`src/gate_consts.svh`:
```
// Constants for the playback noise gate: offsets, fields, timing
`ifndef GATE_CONSTS_SVH
`define GATE_CONSTS_SVH

// ********************************
// Register offsets
// ********************************
`define ADDR_GATE_CONTROL       8'h9c
`define ADDR_GATE_TIMING        8'h9d
`define ADDR_GATE_RELEASE_LEVEL 8'h9e
`define ADDR_GATE_ENGAGE_LEVEL  8'h9f
`define ADDR_GATE_STATUS        8'ha0

// ********************************
// Field positions and reset values
// ********************************
`define GATE_ENABLE_BIT     7
`define MUTE_RAMP_BIT       3
`define UNMUTE_RAMP_BIT     2
`define HOLD_MSB            1
`define HOLD_LSB            0
`define THRESH_MSB          2
`define THRESH_LSB          0
`define STAT_GATED_BIT      0
`define STAT_MUTED_BIT      1
`define STAT_OPEN_BIT       2
`define REG_RESET           8'h00

// ********************************
// Levels and gain
// ********************************
`define HOLD_BASE_SAMPLES   12'd256
`define THRESH_BASE_LEVEL   24'd67
`define GAIN_FRAC_BITS      8
`define DB_PER_SHIFT        3'd5
`define MUTE_SHIFT          5'd24

// ********************************
// Timing
// ********************************
`define CLK_PERIOD_NS       8
`define CLK_HZ              125000000
`define MUTE_FAST_NS        880000
`define MUTE_SLOW_NS        14080000
`define UNMUTE_SLOW_NS      220000
`define UNMUTE_FAST_NS      13800
`define RATE_8K_HZ          8000
`define RATE_11K_HZ         11025
`define RATE_12K_HZ         12000
`define RATE_16K_HZ         16000
`define RATE_22K_HZ         22050
`define RATE_24K_HZ         24000
`define RATE_32K_HZ         32000
`define RATE_44K_HZ         44100
`define RATE_48K_HZ         48000
`define RATE_88K_HZ         88200
`define RATE_96K_HZ         96000

`endif

```
`src/gate_pkg.sv`:
```
// Types shared by the playback noise gate modules
package gate_pkg;
  localparam int CHANNELS = 2;
  localparam int SAMPLE_W = 24;

  typedef logic signed [SAMPLE_W-1:0] sample_t;

  typedef struct packed {
    logic                     valid;
    sample_t [CHANNELS-1:0]   ch;
  } frame_s;

  typedef struct packed {
    logic [4:0] shift;
    logic [2:0] frac;
  } atten_s;

  typedef enum logic [1:0] {
    ST_OPEN  = 2'b01,
    ST_GATED = 2'b10
  } gate_state_e;
endpackage

```
`src/gate_level_detect.sv`:
```
// Largest magnitude across all playback channels of each frame
module gate_level_detect (
  input  wire logic                          clk_sys_i,
  input  wire logic                          sys_rst_i,
  input  wire gate_pkg::frame_s              frame_i,
  output logic [gate_pkg::SAMPLE_W-1:0]      peak_o,
  output logic                               peak_vld_o
);
  import gate_pkg::*;

  logic [SAMPLE_W-1:0] mag [CHANNELS];
  logic [SAMPLE_W-1:0] peak_d;
  logic [SAMPLE_W-1:0] peak_q;
  logic                vld_q;

  // ********************************
  // Magnitudes
  // ********************************
  genvar g;
  generate
    for (g = 0; g < CHANNELS; g++) begin : g_mag
      // Most negative code saturates instead of wrapping back to itself
      always_comb begin
        if (frame_i.ch[g] == {1'b1, {(SAMPLE_W-1){1'b0}}}) begin
          mag[g] = {1'b0, {(SAMPLE_W-1){1'b1}}};
        end else if (frame_i.ch[g][SAMPLE_W-1]) begin
          mag[g] = SAMPLE_W'(-frame_i.ch[g]);
        end else begin
          mag[g] = frame_i.ch[g];
        end
      end
    end
  endgenerate

  always_comb begin
    peak_d = peak_q;
    if (frame_i.valid) begin
      peak_d = '0;
      for (int i = 0; i < CHANNELS; i++) begin
        if (mag[i] > peak_d) begin
          peak_d = mag[i];
        end
      end
    end
  end

  always_ff @(posedge clk_sys_i or posedge sys_rst_i) begin
    if (sys_rst_i) begin
      peak_q <= '0;
      vld_q  <= 1'b0;
    end else begin
      peak_q <= peak_d;
      vld_q  <= frame_i.valid;
    end
  end

  assign peak_o     = peak_q;
  assign peak_vld_o = vld_q;
endmodule

```
`src/gate_gain_ramp.sv`:
```
// Attenuation stepper: 1 dB per step toward mute or toward unity
`include "gate_consts.svh"
module gate_gain_ramp #(
  parameter int unsigned MUTE_FAST   = `MUTE_FAST_NS / `CLK_PERIOD_NS,
  parameter int unsigned MUTE_SLOW   = `MUTE_SLOW_NS / `CLK_PERIOD_NS,
  parameter int unsigned UNMUTE_SLOW = `UNMUTE_SLOW_NS / `CLK_PERIOD_NS,
  parameter int unsigned UNMUTE_FAST = `UNMUTE_FAST_NS / `CLK_PERIOD_NS
) (
  input  wire logic              clk_sys_i,
  input  wire logic              sys_rst_i,
  input  wire logic              enable_i,
  input  wire logic              close_i,
  input  wire logic              mute_slow_i,
  input  wire logic              unmute_fast_i,
  output gate_pkg::atten_s       atten_o,
  output logic                   muted_o,
  output logic                   open_o
);
  import gate_pkg::*;

  atten_s      atten_d;
  atten_s      atten_q;
  logic [23:0] timer_d;
  logic [23:0] timer_q;
  logic [23:0] step_len;
  logic        at_mute;
  logic        at_unity;

  assign at_mute  = (atten_q.shift == `MUTE_SHIFT);
  assign at_unity = (atten_q == '0);

  always_comb begin
    if (close_i) begin
      step_len = mute_slow_i ? 24'(MUTE_SLOW) : 24'(MUTE_FAST); // [RULE5]
    end else begin
      step_len = unmute_fast_i ? 24'(UNMUTE_FAST)
                               : 24'(UNMUTE_SLOW); // [RULE6]
    end
  end

  always_comb begin
    atten_d = atten_q;
    timer_d = timer_q;
    if (!enable_i) begin
      atten_d = '0; // [RULE1]
      timer_d = '0;
    end else if ((close_i && at_mute) || (!close_i && at_unity)) begin
      timer_d = '0;
    end else if (timer_q + 24'd1 >= step_len) begin
      timer_d = '0;
      if (close_i) begin
        // One dB down; six steps make one halving
        if (atten_q.frac == `DB_PER_SHIFT) begin
          atten_d.frac  = '0;
          atten_d.shift = atten_q.shift + 5'd1;
        end else begin
          atten_d.frac = atten_q.frac + 3'd1;
        end // [RULE5]
      end else begin
        if (atten_q.frac == '0) begin
          atten_d.frac  = `DB_PER_SHIFT;
          atten_d.shift = atten_q.shift - 5'd1;
        end else begin
          atten_d.frac = atten_q.frac - 3'd1;
        end // [RULE6]
      end
    end else begin
      timer_d = timer_q + 24'd1;
    end
  end

  always_ff @(posedge clk_sys_i or posedge sys_rst_i) begin
    if (sys_rst_i) begin
      atten_q <= '0;
      timer_q <= '0;
    end else begin
      atten_q <= atten_d;
      timer_q <= timer_d;
    end
  end

  assign atten_o = atten_q;
  assign muted_o = at_mute;
  assign open_o  = at_unity;
endmodule

```
`src/playback_noise_gate.sv`:
```
// Playback noise gate: register file, quiet counter, gain stage
//
// Function
// RULE1: Gate acts only while control bit 7 is set; reset leaves it off.
// RULE2: Mute after peak stays below engage level for 256..2048 samples.
// RULE3: Engage level code 0..7 maps -102 dB to -60 dB, 6 dB steps.
// RULE4: Release when peak rises above release level, same encoding.
// RULE5: Mute ramp 0.88 ms/dB, or 14.08 ms/dB when timing bit 3 set.
// RULE6: Unmute ramp 0.22 ms/dB, or 0.0138 ms/dB when timing bit 2 set.
// RULE7: Quiet samples are counted at the selected playback sample rate.
// RULE8: Any sample at or above engage level restarts the quiet count.
`include "gate_consts.svh"
module playback_noise_gate #(
  parameter int unsigned CLK_HZ      = `CLK_HZ,
  parameter int unsigned MUTE_FAST   = `MUTE_FAST_NS / `CLK_PERIOD_NS,
  parameter int unsigned MUTE_SLOW   = `MUTE_SLOW_NS / `CLK_PERIOD_NS,
  parameter int unsigned UNMUTE_SLOW = `UNMUTE_SLOW_NS / `CLK_PERIOD_NS,
  parameter int unsigned UNMUTE_FAST = `UNMUTE_FAST_NS / `CLK_PERIOD_NS,
  parameter int          DIV_W       = 16
) (
  input  wire logic              clk_sys_i,
  input  wire logic              sys_rst_i,
  input  wire logic [7:0]        reg_addr_i,
  input  wire logic [7:0]        reg_wdata_i,
  input  wire logic              reg_wr_i,
  input  wire logic              reg_rd_i,
  output logic [7:0]             reg_rdata_o,
  input  wire logic [3:0]        playback_rate_select_i,
  input  wire gate_pkg::frame_s  frame_i,
  output gate_pkg::frame_s       frame_o,
  output logic                   gated_o
);
  import gate_pkg::*;

  // ********************************
  // Helpers
  // ********************************
  // Unlisted rate codes fall back to 44.1 kHz pacing
  function automatic logic [DIV_W-1:0] sample_div(input logic [3:0] code);
    int unsigned hz;
    hz = `RATE_44K_HZ;
    case (code)
      4'h1: hz = `RATE_8K_HZ;
      4'h2: hz = `RATE_11K_HZ;
      4'h3: hz = `RATE_12K_HZ;
      4'h5: hz = `RATE_16K_HZ;
      4'h6: hz = `RATE_22K_HZ;
      4'h7: hz = `RATE_24K_HZ;
      4'h9: hz = `RATE_32K_HZ;
      4'ha: hz = `RATE_44K_HZ;
      4'hb: hz = `RATE_48K_HZ;
      4'he: hz = `RATE_88K_HZ;
      4'hf: hz = `RATE_96K_HZ;
      default: hz = `RATE_44K_HZ;
    endcase
    return DIV_W'(CLK_HZ / hz);
  endfunction

  // 6 dB is taken as one doubling; error stays under 0.2 dB per step
  function automatic logic [SAMPLE_W-1:0] level_of(input logic [2:0] code);
    return `THRESH_BASE_LEVEL << code;
  endfunction

  // Fractional dB gain in Q8, 0 to 5 dB
  function automatic logic [8:0] db_gain(input logic [2:0] frac);
    logic [8:0] g;
    g = 9'h100;
    case (frac)
      3'h1: g = 9'h0e4;
      3'h2: g = 9'h0cb;
      3'h3: g = 9'h0b5;
      3'h4: g = 9'h0a1;
      3'h5: g = 9'h090;
      default: g = 9'h100;
    endcase
    return g;
  endfunction

  // ********************************
  // Register file
  // ********************************
  logic [7:0]  control_q, control_d;
  logic [7:0]  timing_q, timing_d;
  logic [7:0]  release_q, release_d;
  logic [7:0]  engage_q, engage_d;
  logic [7:0]  rdata_q, rdata_d;
  logic        gate_enable;
  logic        mute_ramp_speed;
  logic        unmute_ramp_speed;
  logic [1:0]  quiet_hold_length;
  logic [2:0]  engage_threshold;
  logic [2:0]  release_threshold;
  logic        ramp_muted;
  logic        ramp_open;
  gate_state_e state_q, state_d;

  assign gate_enable       = control_q[`GATE_ENABLE_BIT];
  assign mute_ramp_speed   = timing_q[`MUTE_RAMP_BIT];
  assign unmute_ramp_speed = timing_q[`UNMUTE_RAMP_BIT];
  assign quiet_hold_length = timing_q[`HOLD_MSB:`HOLD_LSB];
  assign engage_threshold  = engage_q[`THRESH_MSB:`THRESH_LSB];
  assign release_threshold = release_q[`THRESH_MSB:`THRESH_LSB];

  always_comb begin
    control_d = control_q;
    timing_d  = timing_q;
    release_d = release_q;
    engage_d  = engage_q;
    rdata_d   = '0;
    if (reg_wr_i) begin
      // Reserved bits are not stored and read back as zero
      unique case (reg_addr_i)
        `ADDR_GATE_CONTROL:
          control_d = reg_wdata_i & 8'h80;
        `ADDR_GATE_TIMING:
          timing_d = reg_wdata_i & 8'h0f;
        `ADDR_GATE_RELEASE_LEVEL:
          release_d = reg_wdata_i & 8'h07;
        `ADDR_GATE_ENGAGE_LEVEL:
          engage_d = reg_wdata_i & 8'h07;
        default: ;
      endcase
    end
    if (reg_rd_i) begin
      unique case (reg_addr_i)
        `ADDR_GATE_CONTROL:       rdata_d = control_q;
        `ADDR_GATE_TIMING:        rdata_d = timing_q;
        `ADDR_GATE_RELEASE_LEVEL: rdata_d = release_q;
        `ADDR_GATE_ENGAGE_LEVEL:  rdata_d = engage_q;
        `ADDR_GATE_STATUS: begin
          rdata_d[`STAT_GATED_BIT] = (state_q == ST_GATED);
          rdata_d[`STAT_MUTED_BIT] = ramp_muted;
          rdata_d[`STAT_OPEN_BIT]  = ramp_open;
        end
        default: rdata_d = '0;
      endcase
    end
  end

  always_ff @(posedge clk_sys_i or posedge sys_rst_i) begin
    if (sys_rst_i) begin
      control_q <= `REG_RESET;
      timing_q  <= `REG_RESET;
      release_q <= `REG_RESET;
      engage_q  <= `REG_RESET;
      rdata_q   <= '0;
    end else begin
      control_q <= control_d;
      timing_q  <= timing_d;
      release_q <= release_d;
      engage_q  <= engage_d;
      rdata_q   <= rdata_d;
    end
  end

  assign reg_rdata_o = rdata_q;

  // ********************************
  // Level detection and sample pacing
  // ********************************
  logic [SAMPLE_W-1:0] peak;
  logic                peak_vld;
  logic [DIV_W-1:0]    div_q, div_d;
  logic                tick;
  logic                loud;
  logic                quiet;
  logic                above_release;

  gate_level_detect u_level (
    .clk_sys_i  (clk_sys_i),
    .sys_rst_i  (sys_rst_i),
    .frame_i    (frame_i),
    .peak_o     (peak),
    .peak_vld_o (peak_vld)
  );

  assign loud          = peak >= level_of(engage_threshold); // [RULE3]
  assign quiet         = !loud;
  assign above_release = peak > level_of(release_threshold); // [RULE4]

  // Pacing from the rate field keeps hold times within one tick even if frames stall
  always_comb begin
    div_d = div_q + DIV_W'(1);
    tick  = 1'b0;
    if (div_q + DIV_W'(1) >= sample_div(playback_rate_select_i)) begin
      div_d = '0;
      tick  = 1'b1;
    end // [RULE7]
  end

  always_ff @(posedge clk_sys_i or posedge sys_rst_i) begin
    if (sys_rst_i) begin
      div_q <= '0;
    end else begin
      div_q <= div_d;
    end
  end

  // ********************************
  // Gate state machine
  // ********************************
  logic [11:0] quiet_q, quiet_d;
  logic [11:0] hold_target;

  assign hold_target = `HOLD_BASE_SAMPLES << quiet_hold_length; // [RULE2]

  always_comb begin
    state_d = state_q;
    quiet_d = quiet_q;
    if (!gate_enable) begin
      state_d = ST_OPEN; // [RULE1]
      quiet_d = '0;
    end else begin
      unique case (state_q)
        ST_OPEN: begin
          if (peak_vld && loud) begin
            quiet_d = '0; // [RULE8]
          end else if (tick && quiet) begin
            if (quiet_q + 12'd1 >= hold_target) begin
              state_d = ST_GATED; // [RULE2]
              quiet_d = '0;
            end else begin
              quiet_d = quiet_q + 12'd1;
            end
          end
        end
        ST_GATED: begin
          if (above_release) begin
            state_d = ST_OPEN; // [RULE4]
          end
        end
      endcase
    end
  end

  always_ff @(posedge clk_sys_i or posedge sys_rst_i) begin
    if (sys_rst_i) begin
      state_q <= ST_OPEN;
      quiet_q <= '0;
    end else begin
      state_q <= state_d;
      quiet_q <= quiet_d;
    end
  end

  assign gated_o = (state_q == ST_GATED);

  // ********************************
  // Gain ramp and output stage
  // ********************************
  atten_s atten;

  gate_gain_ramp #(
    .MUTE_FAST   (MUTE_FAST),
    .MUTE_SLOW   (MUTE_SLOW),
    .UNMUTE_SLOW (UNMUTE_SLOW),
    .UNMUTE_FAST (UNMUTE_FAST)
  ) u_ramp (
    .clk_sys_i     (clk_sys_i),
    .sys_rst_i     (sys_rst_i),
    .enable_i      (gate_enable),
    .close_i       (state_q == ST_GATED),
    .mute_slow_i   (mute_ramp_speed),
    .unmute_fast_i (unmute_ramp_speed),
    .atten_o       (atten),
    .muted_o       (ramp_muted),
    .open_o        (ramp_open)
  );

  frame_s frame_q, frame_d;

  always_comb begin
    logic signed [SAMPLE_W+9:0] prod;
    prod    = '0;
    frame_d = frame_i;
    if (gate_enable) begin
      for (int i = 0; i < CHANNELS; i++) begin
        prod = frame_i.ch[i] * $signed({1'b0, db_gain(atten.frac)});
        prod = prod >>> `GAIN_FRAC_BITS;
        prod = prod >>> atten.shift;
        // Full attenuation forces hard zero, no residual LSB noise
        frame_d.ch[i] = ramp_muted ? '0 : prod[SAMPLE_W-1:0]; // [RULE2]
      end
    end // [RULE1]
  end

  always_ff @(posedge clk_sys_i or posedge sys_rst_i) begin
    if (sys_rst_i) begin
      frame_q <= '0;
    end else begin
      frame_q <= frame_d;
    end
  end

  assign frame_o = frame_q;
endmodule

```
`config.mk`:
```
export PLATFORM = sky130hd
export DESIGN_NAME = playback_noise_gate
export DESIGN_NICKNAME = d
export VERILOG_FILES = /design/src/gate_pkg.sv /design/src/gate_level_detect.sv /design/src/gate_gain_ramp.sv /design/src/playback_noise_gate.sv
export VERILOG_INCLUDE_DIRS = /design/src
export SDC_FILE = /design/constraint.sdc
export NUM_CORES = 2
export LEC_CHECK = 0
export BUFFER_PORTS_ARGS = -buffer_cell sky130_fd_sc_hd__buf_2
export CAP_MARGIN = 5
export CORE_MARGIN = 1
export CORE_UTILIZATION = 25
export CTS_CLUSTER_DIAMETER = 100
export DETAILED_ROUTE_END_ITERATION = 8
export PLACE_DENSITY = 0.45
export SLEW_MARGIN = 30
export SYNTH_ARGS = -nofsm -noshare
export SYNTH_HDL_FRONTEND = slang
export SYNTH_SLANG_ARGS = --single-unit
```
`constraint.sdc`:
```
create_clock -name clk_sys_i -period 22.4 [get_ports clk_sys_i]
set_clock_uncertainty 0.15 [all_clocks]
set_input_delay 3.36 -clock clk_sys_i [delete_from_list [all_inputs] [get_ports clk_sys_i]]
set_output_delay 3.36 -clock clk_sys_i [all_outputs]
set_load 0.05 [all_outputs]
```
==> flow_summary_export.csv <==
group,metric,value,unit
drt,ant_nets,0,
critical_path,start_kind,"input port",
cts,cts_buffers,17,
placed_design,numPortBuffers,124,
synth,syn_inst,6191,
cts,clock_latency,490,ps
drt,wirelength,184000,um
die,ios,131,
cts,cts.reportedPaths.clkPinSlew,70,ps
hold_path,hold_end,"quiet_q[5]",
cts,cts-root-buf,"clkbuf_16",
cts,clock-sinks,151,
final_layout,nets,8864,
grt,grt_pass1_vias,50400,
sta,rsz0062_at_grt,"yes",
cts,holdBufCountCts,0,
drt,avgRoutedWirePerCell,17.7,um
critical_path,crit_path_end_kind,"flip-flop",
grt,antenna_found_initial,12,
sta,max_freq,0.0159,GHz
die,initial_core_util,25.2,%
cts,htree_levels,4,
drt,drtIter0Drc,3106,
synth,syn_area_per_cell,7.67,um2
die,dieArea,192000,um2
drt,via_per_inst,4.91,
placed_design,dpl-instance-area,62500,um2
final_layout,drive_gt1_share,32.4,%
grt,grt_pass1_wl,286000,um
hold_path,whs_path_depth,1,
final_layout,multi_input_area,43600,um2
die,die_w,438,um
synth,yosys.cell_types.count,122,
critical_path,required,22600,ps
final_layout,final_cell_mix,"buf_4 (1709), nor2_1 (512), nand2_1 (494)",
drt,first_pass_iters,8,
synth,ys_warn_count,0,
synth,ys_top_cells_by_area,"fa_1 (15%), ha_1 (14%), dfrtp_1 (7.9%), a21oi_1 (4.7%), nor2_1 (4.3%)",
sta,period_share,281,%
final_layout,area_delta_synth_final,41.3,%
critical_path,slowest_delay,510,ps
cts,clock_path_buffers,2,
critical_path,timing.rr.end,"frame_o[25]",
synth,synth_edf_count,0,
sta,worst_slack,-40500,ps
sta,finalSetupViolCount,30,
sta,worst_pin_slew,930,ps
sta,maxSlewViolCount,0,
synth,syn-cell-area,47500,um2
placed_design,finalWeightedCongestion,0.911,
cts,cts_tree,"built",
critical_path,crit_path_frequent_cell,"buf_4",
job,drv_cap,0,
critical_path,crit_fanout,18,
synth,ys_ff_latch,151,
final_layout,fin_area,67100,um2
drt,vias,51100,
hold_path,hold_start,"quiet_q[5]",
synth,ys.flop_type,"dfrtp_1",
synth,synth-seq-area-share,7.96,%
die,die_height,438,um
critical_path,rrSetupSlack,9580,ps
grt,grt-ovfl-total,0,
outcome,status,"finished with violations",
outcome,failed_checks,"design-rule violations, negative setup slack",
synth,synth_top_area_share,14.9,%
placed_design,dp_hpwl,144000,um
die,rows,159,
sta,hold_viol_final,0,
critical_path,worstSetupPathType,"in -> reg",
synth,yosysTopAreaCell,"fa_1",
placed_design,preCtsSetupSlack,-43040,ps
synth,async_flop_share,100,%
die,core-area,188000,um2
sta,relSlewSlack,37.9,%
critical_path,rr_startpoint,"u_ramp.atten_o[2]",
sta,period_minus_slack,62900,ps
grt,grt_max_degree,90,
final_layout,final_common_cell,"buf_4",
final_layout,register_area,3780,um2
critical_path,reg2reg_depth,48,
grt,grtUsageTotal,18.7,%
critical_path,cpMaxStageDelayCell,"o31ai_1",
drt,remaining_drc_errors,14,
final_layout,fillCellCount,19700,
critical_path,cp_data_arrival_time,63100,ps
hold_path,worstHoldPathType,"reg -> reg",
[synthesized netlist by cell type (all sizes together) (19+ instances only)]
cell / number
a211oi: 56
a21boi: 21
a21o: 119
a21oi: 446
a31oi: 57
and2: 235
and3: 52
buf: 44
clkbuf: 199
dfrtp: 150
fa: 353
ha: 534
inv: 507
mux2: 132
mux2i: 102
nand2: 517
nand2b: 100
nand3: 115
nand4: 45
nor2: 547
nor2b: 129
nor3: 218
nor4: 36
o211ai: 40
o21a: 195
o21ai: 373
o21bai: 37
o22ai: 31
o2bb2ai: 19
o31ai: 83
or2: 57
or3: 45
xnor2: 199
xor2: 96
[through the flow]
| stage | TNS, ps | hold slack (ps) | cells | util [%] |
|---|---|---|---|---|
| floorplan | -1287210 | 314 | 6252 | - |
| global placement | -1250820 | 331 | 10100 | 33.2 |
| detailed placement | -1283480 | 345 | 10100 | 33.2 |
| CTS | -1183130 | 337 | 10300 | 35.0 |
| global route | -1307870 | 378 | 10400 | 35.7 |
| finish | -1207590 | 341 | 10400 | 35.7 |
[cell families after synthesis]
kind of cell / Yosys count / synth area share, %
simple gates: 2167 / 22.6
compound gates: 1694 / 23.4
fa+ha+maj: 887 / 28.9
buf+inv: 759 / 6.19
xor+xnor: 295 / 5.45
mux: 236 / 5.46
flops: 151 / 7.96
other cells: 2 / 0.0158
[worst max-delay path by stage]
stage	from	end	slack, ps	cells after the start
after floorplan	playback_rate_select_i[0]	quiet_q[10]	-43250	401
after global placement	playback_rate_select_i[0]	quiet_q[4]	-41960	362
after detailed placement	playback_rate_select_i[0]	quiet_q[3]	-43040	359
after CTS	playback_rate_select_i[1]	quiet_q[5]	-39670	368
after global routing	playback_rate_select_i[0]	quiet_q[6]	-43860	368
final	playback_rate_select_i[0]	quiet_q[3]	-40500	376
[metal layers]
| metal | global-route usage, % | vias to the layer above | wire length [um] |
|---|---|---|---|
| met5 | 0 | - | 30 |
| met4 | 3.06 | 4 | 2430 |
| met3 | 1.38 | 132 | 7440 |
| met2 | 30.6 | 949 | 84300 |
| met1 | 27.0 | 24800 | 89900 |
| li1 | - | 25300 | - |
[repair_timing]
item,4_1_cts,5_1_grt
setup endpoints to repair,30,30
gates cloned,2,2
pin swaps,203,142
gates resized for setup,286,132
setup buffers,208,68
[critical path: cells and delay by family]
family | cells | cell delay (ps)
AO/OA/AOI/OAI | 175 | 30570
XOR/XNOR | 1 | 220
adder cells (fa/ha/maj) | 21 | 5130
AND/OR/NAND/NOR | 70 | 9930
multiplexers | 6 | 1390
buffers and inverters | 103 | 12500
[final cells by class]
class / instances / area share, %
antenna: 6 / 0.0224
clock buffer: 17 / 0.634
clock inverter: 15 / 0.267
inverter: 516 / 2.96
multi-input combinational: 5342 / 64.9
sequential: 151 / 5.64
tap: 2495 / 4.65
timing repair buffer: 1876 / 20.9
[flip-flops by register name, indices dropped and copies added, names as in the netlist, 4 cells and up]
signal and cells:
div_q 16, frame_o 48, quiet_q 12, reg_rdata_o 5, timing_q 4, u_level.peak_o 24, u_ramp.atten_o 8, u_ramp.timer_q 24
Power is left out: the tool's default activity adds up to more than one toggle a clock period on the data nets, which glitch-free logic cannot reach.
